**config.mk**
```make
export PLATFORM = sky130hd
export DESIGN_NAME = usb_error_interrupt_logic
export DESIGN_NICKNAME = d
export VERILOG_FILES = /design/src/hw/usb_err_pkg.sv /design/src/hw/usb_error_interrupt_logic.sv /design/src/hw/link_idle_monitor.sv
export VERILOG_INCLUDE_DIRS = /design/src /design/src/hw
export SDC_FILE = /design/constraint.sdc
export NUM_CORES = 1
export LEC_CHECK = 0
export ABC_AREA = 1
export BUFFER_PORTS_ARGS = -buffer_cell sky130_fd_sc_hd__buf_2
export CORE_AREA = 2 2 105 107
export CTS_BUF_LIST = sky130_fd_sc_hd__clkbuf_4
export DETAILED_ROUTE_END_ITERATION = 10
export DIE_AREA = 0 0 107 109
export PLACE_DENSITY = 0.71
export SYNTH_ARGS = -nofsm -noshare
export SYNTH_HDL_FRONTEND = slang
export SYNTH_SLANG_ARGS = --single-unit
export TNS_END_PERCENT = 5
```
**constraint.sdc**
```tcl
create_clock -name pclk -period 1.7 [get_ports pclk]
set_clock_uncertainty 0.2 [all_clocks]
set_input_delay 0.51 -clock pclk [delete_from_list [all_inputs] [get_ports pclk]]
set_output_delay 0.51 -clock pclk [all_outputs]
set_load 0.03 [all_outputs]
```
**src/hw/usb_err_defines.svh**
```systemverilog
`ifndef USB_ERR_DEFINES_SVH
`define USB_ERR_DEFINES_SVH

// register indices; byte address is four times the index
`define ERR_ENABLE_IDX  16'h0f37
`define ERR_STATUS_IDX  16'h0f63
`define MAIN_IRQ_IDX    16'h0f64
`define CONTROL_IDX     16'h0f65
`define EVENT_IDX       16'h0f66
`define EVENT_MASK_IDX  16'h0f67

// error register layout
`define ERR_IMPL_MASK   8'h9f
`define BIT_STUFF       7
`define BIT_TURN        4
`define BIT_FSIZE       3
`define BIT_CRC16       2
`define BIT_CRC5        1
`define BIT_PID         0

// main status, control and event layout
`define MAIN_IDLE_BIT   4
`define MAIN_ERR_BIT    1
`define MAIN_VBUS_BIT   8
`define CTL_MOD_EN      0
`define CTL_PULLUP      1
`define CTL_SUSPEND     2
`define EVT_IDLE_BIT    8

// timing
`define STUFF_RUN       3'h6
`define TURN_BIT_TIMES  5'h10
`define IDLE_TIME_US    3000
`define PCLK_MHZ        50
`endif

```
**src/hw/usb_err_pkg.sv**
```systemverilog
package usb_err_pkg;

   // same-clock event bundle from the receive datapath
   typedef struct packed {
      logic       bit_tick;
      logic       rx_bit;
      logic       line_idle;
      logic       eop;
      logic       expect_response;
      logic       data_end;
      logic [2:0] data_bits_mod8;
      logic       crc16_ok;
      logic       token_end;
      logic       crc5_ok;
      logic       pid_valid;
      logic [7:0] pid;
   } rx_ev_t;

   typedef enum logic [2:0] {
      SEL_NONE   = 3'b000,
      SEL_ENABLE = 3'b001,
      SEL_STATUS = 3'b010,
      SEL_MAIN   = 3'b011,
      SEL_CTRL   = 3'b100,
      SEL_EVT    = 3'b101,
      SEL_MASK   = 3'b110
   } reg_sel_t;

   typedef enum logic [0:0] {
      APB_WAIT = 1'b0,
      APB_DONE = 1'b1
   } apb_state_t;

endpackage

```
**src/hw/usb_error_interrupt_logic.sv**
```systemverilog
`timescale 1ns/1ps
`include "usb_err_defines.svh"
module usb_error_interrupt_logic
   import usb_err_pkg::*;
#(
   parameter int unsigned IDLE_CYCLES = `IDLE_TIME_US * `PCLK_MHZ
) (
   input  wire logic        pclk,
   input  wire logic        presetn,
   input  wire logic        psel,
   input  wire logic        penable,
   input  wire logic        pwrite,
   input  wire logic [17:0] paddr,
   input  wire logic [31:0] pwdata,
   input  wire logic [3:0]  pstrb,
   input  wire rx_ev_t      rx_ev,
   input  wire logic        vbus_pin,
   output logic [31:0]      prdata,
   output logic             pready,
   output logic             pslverr,
   output logic             irq,
   output logic             top_error_irq_flag,
   output logic             token_accept,
   output logic             module_enable,
   output logic             pullup_enable
);

   // ------------------------------------------------------------------
   // state
   // ------------------------------------------------------------------
   apb_state_t  state_ff;
   logic [31:0] prdata_ff;
   logic        pslverr_ff;
   logic        pready_ff;
   logic [7:0]  err_status_ff;
   logic [7:0]  err_enable_ff;
   logic        top_err_ff;
   logic        idle_flag_ff;
   logic [2:0]  ctrl_ff;
   logic [8:0]  evt_ff;
   logic [8:0]  evt_mask_ff;
   logic        irq_ff;
   logic        token_ok_ff;
   logic        pullup_ff;
   logic        mod_en_ff;
   logic        vbus_s1_ff;
   logic        vbus_s2_ff;
   logic        vbus_s3_ff;
   logic        vbus_ff;

   // ------------------------------------------------------------------
   // combinational
   // ------------------------------------------------------------------
   reg_sel_t    sel;
   logic        access;
   logic        fire;
   logic        wr_fire;
   logic        rd_fire;
   logic [31:0] rd_mux;
   logic        unmapped;
   logic        active;
   logic        stuff_err;
   logic        turn_err;
   logic        idle_hit;
   logic [7:0]  err_set;
   logic [7:0]  err_clr;
   logic [7:0]  nxt_err_status;
   logic [8:0]  evt_set;
   logic [8:0]  evt_clr;
   logic [8:0]  nxt_evt;
   logic        idle_clr;
   logic        nxt_idle_flag;

   // register index decode from a byte address
   function automatic reg_sel_t reg_decode(input logic [17:0] a);
      reg_sel_t s;
      s = SEL_NONE;
      if (a[1:0] == 2'h0) begin
         case (a[17:2])
            `ERR_ENABLE_IDX: s = SEL_ENABLE;
            `ERR_STATUS_IDX: s = SEL_STATUS;
            `MAIN_IRQ_IDX:   s = SEL_MAIN;
            `CONTROL_IDX:    s = SEL_CTRL;
            `EVENT_IDX:      s = SEL_EVT;
            `EVENT_MASK_IDX: s = SEL_MASK;
            default:         s = SEL_NONE;
         endcase
      end
      return s;
   endfunction

   // sticky update where a set beats a clear in the same cycle
   function automatic logic [8:0] sticky(input logic [8:0] cur,
                                         input logic [8:0] set,
                                         input logic [8:0] clr);
      return (cur & ~clr) | set;
   endfunction

   // packet id check: upper nibble must be the complement of the lower
   function automatic logic pid_bad(input logic [7:0] p);
      return p[7:4] != ~p[3:0];
   endfunction

   // ------------------------------------------------------------------
   // apb slave: one wait state, answer from flops
   // ------------------------------------------------------------------
   assign sel      = reg_decode(paddr);
   assign unmapped = (sel == SEL_NONE);
   assign access   = psel && penable;
   assign fire     = access && state_ff == APB_DONE;
   assign wr_fire  = fire && pwrite && !unmapped;
   assign rd_fire  = fire && !pwrite && !unmapped;

   // read data; unimplemented bits read as zero
   always_comb begin
      rd_mux = 32'h0;
      case (sel)
         SEL_ENABLE: rd_mux[7:0] = err_enable_ff;
         SEL_STATUS: rd_mux[7:0] = err_status_ff;
         SEL_MAIN: begin
            rd_mux[`MAIN_IDLE_BIT] = idle_flag_ff;
            rd_mux[`MAIN_ERR_BIT]  = top_err_ff;
            rd_mux[`MAIN_VBUS_BIT] = vbus_ff;
         end
         SEL_CTRL:   rd_mux[2:0] = ctrl_ff;
         SEL_EVT:    rd_mux[8:0] = evt_ff;
         SEL_MASK:   rd_mux[8:0] = evt_mask_ff;
         default:    rd_mux = 32'h0;
      endcase
   end

   // phase tracking and registered answer
   always_ff @(posedge pclk or negedge presetn) begin
      if (!presetn) begin
         pready_ff  <= 1'b0;
         state_ff   <= APB_WAIT;
         prdata_ff  <= 32'h0;
         pslverr_ff <= 1'b0;
      end else begin
         case (state_ff)
            APB_WAIT: begin
               if (access) begin
                  pready_ff  <= 1'b1;
                  state_ff   <= APB_DONE;
                  prdata_ff  <= pwrite ? 32'h0 : rd_mux;
                  pslverr_ff <= unmapped;
               end
            end
            APB_DONE: begin
               pready_ff  <= 1'b0;
               state_ff   <= APB_WAIT;
               prdata_ff  <= 32'h0;
               pslverr_ff <= 1'b0;
            end
            default: begin
               pready_ff  <= 1'b0;
               state_ff   <= APB_WAIT;
               prdata_ff  <= 32'h0;
               pslverr_ff <= 1'b0;
            end
         endcase
      end
   end

   // ------------------------------------------------------------------
   // error detection
   // ------------------------------------------------------------------
   assign active = mod_en_ff && !ctrl_ff[`CTL_SUSPEND];

   link_idle_monitor #(
      .IDLE_CYCLES (IDLE_CYCLES)
   ) u_monitor (
      .pclk      (pclk),
      .presetn   (presetn),
      .active    (active),
      .ev        (rx_ev),
      .stuff_err (stuff_err),
      .turn_err  (turn_err),
      .idle_hit  (idle_hit)
   );

   // conditions raised the cycle they are seen, enables not consulted
   always_comb begin
      err_set = 8'h0;
      err_set[`BIT_STUFF] = stuff_err;
      err_set[`BIT_TURN]  = turn_err;
      err_set[`BIT_FSIZE] = active && rx_ev.data_end && rx_ev.data_bits_mod8 != 3'h0;
      err_set[`BIT_CRC16] = active && rx_ev.data_end && !rx_ev.crc16_ok;
      err_set[`BIT_CRC5]  = active && rx_ev.token_end && !rx_ev.crc5_ok;
      err_set[`BIT_PID]   = active && rx_ev.pid_valid && pid_bad(rx_ev.pid);
   end

   // a zero written clears; a one leaves the bit alone
   assign err_clr = (wr_fire && sel == SEL_STATUS && pstrb[0]) ?
                    ~pwdata[7:0] : 8'h0;

   assign nxt_err_status = 8'(sticky({1'b0, err_status_ff}, {1'b0, err_set},
                                     {1'b0, err_clr})) & `ERR_IMPL_MASK;

   // error status flags
   always_ff @(posedge pclk or negedge presetn) begin
      if (!presetn) begin
         err_status_ff <= 8'h0;
      end else begin
         err_status_ff <= nxt_err_status;
      end
   end

   // error enables
   always_ff @(posedge pclk or negedge presetn) begin
      if (!presetn) begin
         err_enable_ff <= 8'h0;
      end else if (wr_fire && sel == SEL_ENABLE && pstrb[0]) begin
         err_enable_ff <= pwdata[7:0] & `ERR_IMPL_MASK;
      end
   end

   // top error flag follows the gated flags only, never a write
   always_ff @(posedge pclk or negedge presetn) begin
      if (!presetn) begin
         top_err_ff <= 1'b0;
      end else begin
         top_err_ff <= |(err_status_ff & err_enable_ff);
      end
   end

   // ------------------------------------------------------------------
   // idle detect flag in the main status word
   // ------------------------------------------------------------------
   // zero written to the idle bit clears it; a new hit wins
   assign idle_clr = wr_fire && sel == SEL_MAIN && pstrb[0] && !pwdata[`MAIN_IDLE_BIT];
   assign nxt_idle_flag = idle_hit || (idle_flag_ff && !idle_clr);

   // sticky idle flag
   always_ff @(posedge pclk or negedge presetn) begin
      if (!presetn) begin
         idle_flag_ff <= 1'b0;
      end else begin
         idle_flag_ff <= nxt_idle_flag;
      end
   end

   // ------------------------------------------------------------------
   // control: module enable, pull-up, suspend
   // ------------------------------------------------------------------
   // software control bits
   always_ff @(posedge pclk or negedge presetn) begin
      if (!presetn) begin
         ctrl_ff <= 3'h0;
      end else if (wr_fire && sel == SEL_CTRL && pstrb[0]) begin
         ctrl_ff <= pwdata[2:0];
      end
   end

   // pull-up ignores suspend so attachment stays visible
   always_ff @(posedge pclk or negedge presetn) begin
      if (!presetn) begin
         mod_en_ff <= 1'b0;
         pullup_ff <= 1'b0;
      end else begin
         mod_en_ff <= ctrl_ff[`CTL_MOD_EN];
         pullup_ff <= ctrl_ff[`CTL_PULLUP] && ctrl_ff[`CTL_MOD_EN];
      end
   end

   // supply sense: three stages, change taken when last two agree
   always_ff @(posedge pclk or negedge presetn) begin
      if (!presetn) begin
         vbus_s1_ff <= 1'b0;
         vbus_s2_ff <= 1'b0;
         vbus_s3_ff <= 1'b0;
         vbus_ff    <= 1'b0;
      end else begin
         vbus_s1_ff <= vbus_pin;
         vbus_s2_ff <= vbus_s1_ff;
         vbus_s3_ff <= vbus_s2_ff;
         if (vbus_s2_ff == vbus_s3_ff) begin
            vbus_ff <= vbus_s3_ff;
         end
      end
   end

   // ------------------------------------------------------------------
   // token acceptance pulse
   // ------------------------------------------------------------------
   always_ff @(posedge pclk or negedge presetn) begin
      if (!presetn) begin
         token_ok_ff <= 1'b0;
      end else begin
         token_ok_ff <= active && rx_ev.token_end && rx_ev.crc5_ok;
      end
   end

   // ------------------------------------------------------------------
   // interrupt events: read clears, set wins
   // ------------------------------------------------------------------
   assign evt_set = {idle_hit, err_set & `ERR_IMPL_MASK};
   assign evt_clr = (rd_fire && sel == SEL_EVT) ? 9'h1ff : 9'h0;
   assign nxt_evt = sticky(evt_ff, evt_set, evt_clr);

   always_ff @(posedge pclk or negedge presetn) begin
      if (!presetn) begin
         evt_ff <= 9'h0;
      end else begin
         evt_ff <= nxt_evt;
      end
   end

   // event mask, both byte lanes
   always_ff @(posedge pclk or negedge presetn) begin
      if (!presetn) begin
         evt_mask_ff <= 9'h0;
      end else if (wr_fire && sel == SEL_MASK) begin
         if (pstrb[0]) begin
            evt_mask_ff[7:0] <= pwdata[7:0] & `ERR_IMPL_MASK;
         end
         if (pstrb[1]) begin
            evt_mask_ff[`EVT_IDLE_BIT] <= pwdata[`EVT_IDLE_BIT];
         end
      end
   end

   // level interrupt while an unmasked event is pending
   always_ff @(posedge pclk or negedge presetn) begin
      if (!presetn) begin
         irq_ff <= 1'b0;
      end else begin
         irq_ff <= |(evt_ff & evt_mask_ff);
      end
   end

   // ------------------------------------------------------------------
   // outputs, each straight from a flop
   // ------------------------------------------------------------------
   assign prdata             = prdata_ff;
   assign pready             = pready_ff;
   assign pslverr            = pslverr_ff;
   assign irq                = irq_ff;
   assign top_error_irq_flag = top_err_ff;
   assign token_accept       = token_ok_ff;
   assign module_enable      = mod_en_ff;
   assign pullup_enable      = pullup_ff;

endmodule // usb_error_interrupt_logic

```
**src/hw/link_idle_monitor.sv**
```systemverilog
`timescale 1ns/1ps
`include "usb_err_defines.svh"
module link_idle_monitor
   import usb_err_pkg::*;
#(
   parameter int unsigned IDLE_CYCLES = `IDLE_TIME_US * `PCLK_MHZ
) (
   input  wire logic   pclk,
   input  wire logic   presetn,
   input  wire logic   active,
   input  wire rx_ev_t ev,
   output logic        stuff_err,
   output logic        turn_err,
   output logic        idle_hit
);
   logic [2:0]  ones_ff;
   logic        armed_ff;
   logic [4:0]  turn_cnt_ff;
   logic [19:0] idle_cnt_ff;
   logic        stuff_err_ff;
   logic        turn_err_ff;
   logic        idle_hit_ff;

   // run of ones; a one after six is a stuffing violation
   always_ff @(posedge pclk or negedge presetn) begin
      if (!presetn) begin
         ones_ff      <= 3'h0;
         stuff_err_ff <= 1'b0;
      end else begin
         stuff_err_ff <= active && ev.bit_tick && ev.rx_bit && ones_ff == `STUFF_RUN;
         if (ev.eop || !active) begin
            ones_ff <= 3'h0;
         end else if (ev.bit_tick) begin
            ones_ff <= (ev.rx_bit && ones_ff != `STUFF_RUN) ? ones_ff + 3'h1 : 3'h0;
         end
      end
   end

   // turnaround: idle bit times after an eop while a response is due
   always_ff @(posedge pclk or negedge presetn) begin
      if (!presetn) begin
         armed_ff    <= 1'b0;
         turn_cnt_ff <= 5'h0;
         turn_err_ff <= 1'b0;
      end else begin
         turn_err_ff <= 1'b0;
         if (!active || !ev.line_idle) begin
            armed_ff <= 1'b0;
         end else if (ev.eop) begin
            armed_ff    <= ev.expect_response;
            turn_cnt_ff <= 5'h0;
         end else if (armed_ff && ev.bit_tick) begin
            if (turn_cnt_ff == `TURN_BIT_TIMES) begin
               turn_err_ff <= 1'b1;
               armed_ff    <= 1'b0;
            end else begin
               turn_cnt_ff <= turn_cnt_ff + 5'h1;
            end
         end
      end
   end

   // idle timer, one pulse per idle stretch longer than the limit
   always_ff @(posedge pclk or negedge presetn) begin
      if (!presetn) begin
         idle_cnt_ff <= 20'h0;
         idle_hit_ff <= 1'b0;
      end else begin
         idle_hit_ff <= ev.line_idle && idle_cnt_ff == 20'(IDLE_CYCLES);
         if (!ev.line_idle) begin
            idle_cnt_ff <= 20'h0;
         end else if (idle_cnt_ff != 20'(IDLE_CYCLES) + 20'h1) begin
            idle_cnt_ff <= idle_cnt_ff + 20'h1;
         end
      end
   end

   assign stuff_err = stuff_err_ff;
   assign turn_err  = turn_err_ff;
   assign idle_hit  = idle_hit_ff;
endmodule // link_idle_monitor

```
# Yosys cells after proc, flatten, opt, wreduce, memory -nomap -nowiden
# Index checks and enable logic that the tools add are counted.
[classes] n_addsub=3 reduce_logical=59 eq_ne=22 muxes=36 bitwise=12
[ops] op="$eq A16 B12 Y1 const B" n=6
[ops] op="$pmux W32 S2" n=1
[ops] op="$mux W20" n=2
[ops] op="$logic_and A1 B1 Y1" n=34
[ops] op="$mux W32" n=1
[ops] op="$add A20 B1 Y20 const B" n=1
[ops] op="$eq A20 B18 Y1 const B" n=1
[ops] op="$ne A20 B18 Y1 const B" n=1
[ops] op="$and A9 B9 Y9" n=2
[ops] op="$mux W9" n=2
[ops] op="$pmux W3 S6" n=1
[ops] op="$and A8 B8 Y8" n=2
[ops] op="$not A8 Y8" n=2
[ops] op="$mux W5" n=3
[ops] op="$pmux W1 S5" n=3
[ops] op="$eq A3 B3 Y1 const B" n=4
[ops] op="$mux W3" n=4
[ops] op="$pmux W3 S4" n=1
[ops] op="$mux W1" n=11
[ops] op="$logic_not A1 Y1" n=9
[ops] op="$not A9 Y9" n=1
[ops] op="$or A9 B9 Y9" n=1
[ops] op="$reduce_bool A3 Y1" n=3
[ops] op="$reduce_or A9 Y1" n=1
[ops] op="other kinds (25)" n=35
[word_totals] output_inout_bits=39 regBits=108 elab_cells=159 inputBits=81

# Longest topological paths before layout
# Gate-level depths: netlist (run 1).
[logic_depth] word_depth=12 depth_mapped=15 ltp_nobuf=15

# Hierarchy
# A second synthesis (run 1) with hierarchy kept.
[unflattened] cells_unflattened=616 area_unflattened_um2=4770.8
[modules_own_cells] mod="usb_error_interrupt_logic" seq_area_each_um2=1326.3 area_per_inst_um2=2922.8 instances=1 cells_per_inst=371
[modules_own_cells] mod="link_idle_monitor" seq_area_each_um2=800.8 area_per_inst_um2=1848.0 instances=1 cells_per_inst=245

# Least setup slack after synthesis (run 1)
# Ideal clock, no wire load.
[synth_path] kind="input to register" from="input paddr[17]" to="register evt_ff[0]" n_path_buf=0 stages=12 path_slack_ns=-0.361 required_ns=1.382 t_arrival_ns=1.744 setup_time_ns=0.118 cell_sequence="nor2_1 > nand2_1 > nor2_4 > nand2_2 > nand3_4 > nand2_4 > nor2_8 > nand2_4 > nor3_4 > inv_2 > nand2_1 > nand2_1"
[synth_between] elab_chain_cells=11 word_cells_on_any_way=17 cone_classes="eq/ne (7); mux (3); bitwise (3); reduce/logical (4)"
[synth_rtl] item="start: declaration" line="usb_error_interrupt_logic.sv:13" text="input wire logic [17:0] paddr,"
[synth_rtl] item="$eq A16 B12 Y1" line="usb_error_interrupt_logic.sv:79" text="case (a[17:2])"
[synth_rtl] item="$pmux W3 S6 (*)" line="usb_error_interrupt_logic.sv:79"
[synth_rtl] item="$mux W3 (*)" line="usb_error_interrupt_logic.sv:78" text="if (a[1:0] == 2'h0) begin"
[synth_rtl] item="$logic_not A3 Y1" line="usb_error_interrupt_logic.sv:108" text="assign unmapped = (sel == SEL_NONE);"
[synth_rtl] item="$logic_not A1 Y1" line="usb_error_interrupt_logic.sv:112" text="assign rd_fire = fire && !pwrite && !unmapped;"
[synth_rtl] item="$logic_and A1 B1 Y1" line="usb_error_interrupt_logic.sv:112"
[synth_rtl] item="$logic_and A1 B1 Y1 (*)" line="usb_error_interrupt_logic.sv:298" text="assign evt_clr = (rd_fire && sel == SEL_EVT) ? 9'h1ff : 9'h0;"
[synth_rtl] item="$mux W9 (*)" line="usb_error_interrupt_logic.sv:298"
[synth_rtl] item="$not A9 Y9 (*)" line="usb_error_interrupt_logic.sv:96" text="return (cur & ~clr) | set;"
[synth_rtl] item="$and A9 B9 Y9 (*)" line="usb_error_interrupt_logic.sv:96"
[synth_rtl] item="$or A9 B9 Y9 (*)" line="usb_error_interrupt_logic.sv:96"
[synth_rtl] item="named net nxt_evt[0]" line="usb_error_interrupt_logic.sv:70" text="logic [8:0] nxt_evt;"
[synth_rtl] item="end signal: assignment" line="usb_error_interrupt_logic.sv:305" text="evt_ff <= nxt_evt;"
[synth_rtl] item="end: declaration" line="usb_error_interrupt_logic.sv:40" text="logic [8:0] evt_ff;"
# Mark *: on every way through the listed nets, which the timed path passes. The rest lies on a longest branch.
# A chain may end at the register's enable or synchronous reset.

# Final worst setup path (run 1)
[layout_path] from="input paddr[14]" to="register evt_ff[1]"
# The elaborated chain is that of the path after synthesis.

==> results of run 1 <==
[final cells by class]
type | count | share of cell area [%]
Clock buffer | 9 | 1.071
Clock inverter | 7 | 1.290
Inverter | 82 | 4.921
Multi-Input combinational cell | 399 | 37.80
Sequential cell | 85 | 33.73
Tap cell | 140 | 2.778
Timing Repair Buffer | 146 | 18.41
[layer usage]
| layer | vias to the layer above | part of all wire [%] | track usage [%] | routed length, um |
|---|---|---|---|---|
| li1 | 2135 | - | - | - |
| met1 | 2017 | 41 | 26.00 | 4926 |
| met2 | 124 | 52 | 35.12 | 6218 |
| met3 | 16 | 4.9 | 3.467 | 587 |
| met4 | 0 | 1.5 | 7.143 | 180 |
| met5 | - | 0 | 0 | 0 |
[synth_stat cells (2+ instances only)]
cell / instances / area, um2
buf_2: 2 / 10.01
a221oi_1: 2 / 17.52
nand4_1: 15 / 93.84
nand3_4: 2 / 35.03
nand3_1: 43 / 215.2
nand2_2: 3 / 18.77
nand2_1: 133 / 499.2
o21bai_1: 3 / 22.52
buf_4: 23 / 172.7
nand4_2: 2 / 25.02
xor2_1: 5 / 43.79
nor2_8: 3 / 60.06
nand2_4: 3 / 33.78
clkbuf_1: 2 / 7.510
nor2_4: 4 / 45.04
buf_6: 2 / 22.52
dfrtp_1: 85 / 2127
o211ai_1: 3 / 22.52
nor3_1: 11 / 55.05
ha_1: 7 / 87.58
inv_2: 2 / 7.510
a21oi_1: 17 / 85.08
o21ai_0: 43 / 215.2
nor2_1: 43 / 161.4
o41ai_1: 2 / 17.52
inv_1: 80 / 300.3
nor4_1: 8 / 50.05
o21ai_1: 10 / 50.05
[metrics by stage]
stage	setup TNS (ns)	utilization [%]	hold WS [ns]	worst slack (ns)
2_1_floorplan	-11.44	-	0.01441	-0.3422
3_3_place_gp	-23.43	52.79	0.1321	-0.6195
3_5_place_dp	-25.29	52.79	0.1386	-0.6513
4_1_cts	-3.509	55.81	0.06931	-0.1530
5_1_grt	-10.84	59.48	0.08329	-0.3499
6_report	-5.818	59.48	0.1098	-0.2513
[kinds of logic after synthesis]
logic type / share of synthesized area (%)
buf+inv: 11.35
other cells: 0.08103
flops: 45.96
compound gates: 10.35
xor+xnor: 1.135
simple gates: 29.01
fa+ha+maj: 2.109
[timing repair]
item	4_1_cts	5_1_grt
setup buffers	0	8
setup endpoints to repair	67	78
resized for setup	48	92
cloned	0	0
pin swaps	2	30
endpoints found under the hold margin	23	0
hold buffers	2	0
[state kept, by name (all words and copies together), names as in the netlist, 3 cells and up]
name,count
ctrl_ff,3
err_enable_ff,6
err_status_ff,6
evt_ff,9
evt_mask_ff,7
prdata,9
u_monitor.idle_cnt_ff,20
u_monitor.ones_ff,3
u_monitor.turn_cnt_ff,5
[critical path, delay by kind of cell]
family,cells,cell delay (ns)
buffers and inverters,3,0.37
and+or+nand+nor,11,1.19
[power groups by stage]
stage / registers (mW) / clock network (mW) / logic [mW]
finish: 2.06 / 1.22 / 0.446
global route: 2.07 / 1.35 / 0.493
floorplan: 2.11 / 0 / 0.210
global placement: 2.10 / 0 / 0.387
detailed placement: 2.10 / 0 / 0.399
CTS: 2.06 / 1.24 / 0.415
[worst paths after layout]
path,start,end,depth (start not counted)
setup reg to reg,module_enable,u_monitor.turn_cnt_ff[3],10
max in group asynchronous,presetn,evt_ff[1],3
min in group asynchronous,presetn,state_ff,2
hold / removal,rx_ev[10],token_accept,3
setup / recovery,paddr[14],evt_ff[1],14
hold reg to reg,vbus_s1_ff,vbus_s2_ff,0
==> qor.yml, run 1 <==
ioPinCount: 120
post-route-period-util_pct: 114.8
fin_cells: 868
dp_cells: 842
synth_seq_cells: 85
pwr-share-clk_pct: 32.7
violations: "setup timing"
switching_share_pct: 28.03
yosysUniqueCellTypes: 44
final_cell_mix: "122 x nand2_1, 85 x dfrtp_1, 76 x inv_1"
final_period_minus_worst_setup_slack_ns: 1.951
p_total_mw: 3.730
synth_seq_area_share_pct: 45.96
antenna_found_initial: 0
path_clk_slew_ns: 0.13
cpMaxStageDelayCell: "nor3_4"
synthCells: 574
clkSinkCount: 85
synth_edf_count: 0
ys.flop_type: "dfrtp_1"
drt-pass1-iter-count: 4
crit_path_start_kind: "primary input"
grt_pass1_wl_mm: 18.89
drt_wl_total_mm: 11.91
cts_tree: "done"
fin_nets: 811
status: "finished, violations left"
hp-class: "in2reg"
critPathMaxFanout: 7
drt_iter0_drc: 245
rsz0062_at_grt: "true"
seqPwrFrac_pct: 55.3
drc: 0
wl_per_cell_um: 13.72
n_antenna_cell: 0
cp_slowest_stage_delay_ns: 0.26
port_buffers: 69
dp_hpwl_mm: 8.718
drv_slew: 0
drive_gt1_share_pct: 33.38
die-area_um2: 11660
end_kind: "flop"
grt_max_degree: 26
fp-row-count: 38
p_per_area_nw_per_um2: 591.5
maxCapViolations: 0
area_growth_pct: 36.25
final_common_cell: "nand2_1"
fill_cells: 907
multi_input_area_um2: 2384
synth-async-reset-ratio_pct: 100.0
gp_congestion: 0.9273
switching_power_mw: 1.046
comb_power_share_pct: 12.0
die_h_um: 109
final-setup-viol-count: 58
grtUsageTotal_pct: 20.37
final_cell_area_um2: 6306
cts_buffer_depth: 2
placed_cell_area_um2: 5597
fin_ws_ns: -0.2513
die-width_um: 107
cts_max_level: 3
final-hold-violation-count: 0
overflow: 0
ys_warn_count: 0
critPathKind: "in2reg"
start_util_pct: 43.65
grt_pass1_vias: 4201
ant_nets: 0
num_vias: 4292
register_area_um2: 2127
worstPathArrival_ns: 2.07
coreArea_um2: 10600
fmax_ghz: 0.5125
intPower_mw: 2.684
crit_required_ns: 1.82
clkLatencyLatePin_ns: 0.43
cts_buffers: 9
ir_drop_v: 0.0003444
vias_per_cell: 4.945
syn_avg_cell_area_um2: 8.063
synth_area_um2: 4628
root_buffer: "clkbuf_4"
p_leak_nw: 3.260
path_cells: "buf_6 > nor2_4 > nand2_2 > nor2_4 > buf_12 > nand2_8 > nand3_4 > nand2_4 > nor2_8 > nand2_4 > nor3_4 > inv_2 > nand2_1 > nand2_1"
rrSetupSlack_ns: -0.15
No activity file was read; power rests on OpenSTA's default activity.
==> inputs of run 2 (changes only) <==
--- a/config.mk
+++ b/config.mk
@@ -9,7 +9,6 @@
 export ABC_AREA = 1
 export BUFFER_PORTS_ARGS = -buffer_cell sky130_fd_sc_hd__buf_2
 export CORE_AREA = 2 2 105 107
-export CTS_BUF_LIST = sky130_fd_sc_hd__clkbuf_4
 export DETAILED_ROUTE_END_ITERATION = 10
 export DIE_AREA = 0 0 107 109
 export PLACE_DENSITY = 0.71
==> qor.yml, run 2 (synthesis results as in run 1) <==
ir_drop_v: 0.0004475
crit_required_ns: 1.81
final_common_cell: "nand2_1"
grt_pass1_wl_mm: 18.77
fmax_ghz: 0.5068
die-width_um: 107
ant_nets: 0
cts_max_level: 3
comb_power_share_pct: 10.8
antenna_found_initial: 0
root_buffer: "clkbuf_8"
cts_buffers: 9
critPathKind: "in2reg"
startpoint: "paddr[17]"
num_vias: 4267
status: "finished, violations left"
die-area_um2: 11660
drc: 0
fp-row-count: 38
r2r-end: "u_monitor.turn_cnt_ff[4]"
largest_register: "u_monitor.idle_cnt_ff"
final_period_minus_worst_setup_slack_ns: 1.973
rrSetupSlack_ns: -0.14
clkLatencyLatePin_ns: 0.36
final-hold-violation-count: 0
n_antenna_cell: 0
port_buffers: 69
p_per_area_nw_per_um2: 649.4
final-setup-viol-count: 48
dp_hpwl_mm: 8.718
fin_nets: 809
switching_share_pct: 27.24
final_cell_mix: "124 x nand2_1, 85 x dfrtp_1, 78 x inv_1"
fin_ws_ns: -0.2731
rsz0062_at_grt: "true"
drive_gt1_share_pct: 30.85
maxCapViolations: 0
cts_buffer_depth: 2
path_clk_slew_ns: 0.09
drt_wl_total_mm: 11.40
area_growth_pct: 32.79
coreArea_um2: 10600
hold_slack_ns: 0.05108
crit_path_start_kind: "primary input"
dp_cells: 842
cts_tree: "done"
overflow: 0
switching_power_mw: 1.087
start_util_pct: 43.65
end_kind: "flop"
setup_tns_ns: -8.412
crit_end: "prdata[2]"
gp_congestion: 0.9273
grtUsageTotal_pct: 20.39
p_leak_nw: 3.205
wl_per_cell_um: 13.17
fin_util_pct: 57.97
largest_reg_flops: 20
fin_cells: 866
drt_iter0_drc: 228
pwr-share-clk_pct: 37.6
r2r_cells: 9
fill_cells: 928
grt_max_degree: 26
final_cell_area_um2: 6146
violations: "setup timing"
post-route-period-util_pct: 116.1
intPower_mw: 2.904
hp-class: "in2reg"
drt-pass1-iter-count: 4
ioPinCount: 120
die_h_um: 109
seqPwrFrac_pct: 51.6
r2r_start: "ctrl_ff[2]"
worstPathArrival_ns: 2.08
grt_pass1_vias: 4169
placed_cell_area_um2: 5597
clkSinkCount: 85
vias_per_cell: 4.927
critPathMaxFanout: 6
drv_slew: 0
==> run 2: cell types whose count changed in the layout (fill, tap and decap cells not counted), sizes merged <==
| cell | before | now |
|---|---|---|
| buf | 144 | 143 |
| dlygate4sd3 | 2 | 1 |
==> run 2: power groups by stage <==
stage / combinational, mW / sequential (mW) / clock [mW]
floorplan: 0.210 / 2.11 / 0
global placement: 0.387 / 2.10 / 0
detailed placement: 0.399 / 2.10 / 0
CTS: 0.407 / 2.06 / 1.52
global route: 0.477 / 2.06 / 1.61
finish: 0.430 / 2.06 / 1.50
==> run 2: worst min-delay path by stage <==
stage | cells past startpoint | start | endpoint
2_1_floorplan | 0 | presetn | ctrl_ff[0]
3_3_place_gp | 0 | vbus_s1_ff | vbus_s2_ff
3_5_place_dp | 0 | vbus_s1_ff | vbus_s2_ff
4_1_cts | 1 | vbus_pin | vbus_s1_ff
5_1_grt | 1 | vbus_pin | vbus_s1_ff
6_report | 1 | vbus_pin | vbus_s1_ff
==> run 2: stage by stage <==
step           setup slack (ns)  power, mW
6_report                -0.2731      3.991
5_1_grt                 -0.3998      4.147
4_1_cts                 -0.2411      3.982
3_5_place_dp            -0.6513      2.497
3_3_place_gp            -0.6195      2.485
2_1_floorplan           -0.3422      2.320
==> run 2: metal layers <==
metal | track usage, % | part of all wire (%)
met5 | 0 | 0
met4 | 9.555 | 2.8
met3 | 2.690 | 4.1
met2 | 34.67 | 50
met1 | 25.93 | 43
==> run 2: cell type report <==
type / count / area, um2 / area share (%)
Multi-Input combinational cell: 399 / 2287 / 37.21
Timing Repair Buffer: 144 / 1044 / 16.98
Sequential cell: 85 / 2127 / 34.61
Clock inverter: 7 / 81.33 / 1.323
Clock buffer: 9 / 123.9 / 2.015
Tap cell: 140 / 175.2 / 2.850
Inverter: 82 / 307.8 / 5.008
==> run 2: what timing repair did <==
action | 4_1_cts | 5_1_grt
setup buffers | 0 | 7
pin swaps | 2 | 8
hold endpoints to repair | 22 | 0
hold buffers | 1 | 0
cloned | 0 | 0
setup endpoints to repair | 53 | 62
resized for setup | 17 | 59
==> run 2: critical path: stages <==
cell	delay, ns
buf_6	0.09
nor2_4	0.09
nand2_2	0.07
nor2_4	0.17
buf_6	0.16
nand2_8	0.07
nand3_4	0.11
nand2_4	0.09
nand2_1	0.12
inv_2	0.04
nand2_1	0.07
buf_4	0.12
nand3_1	0.10
o21bai_1	0.20
nand2_1	0.06
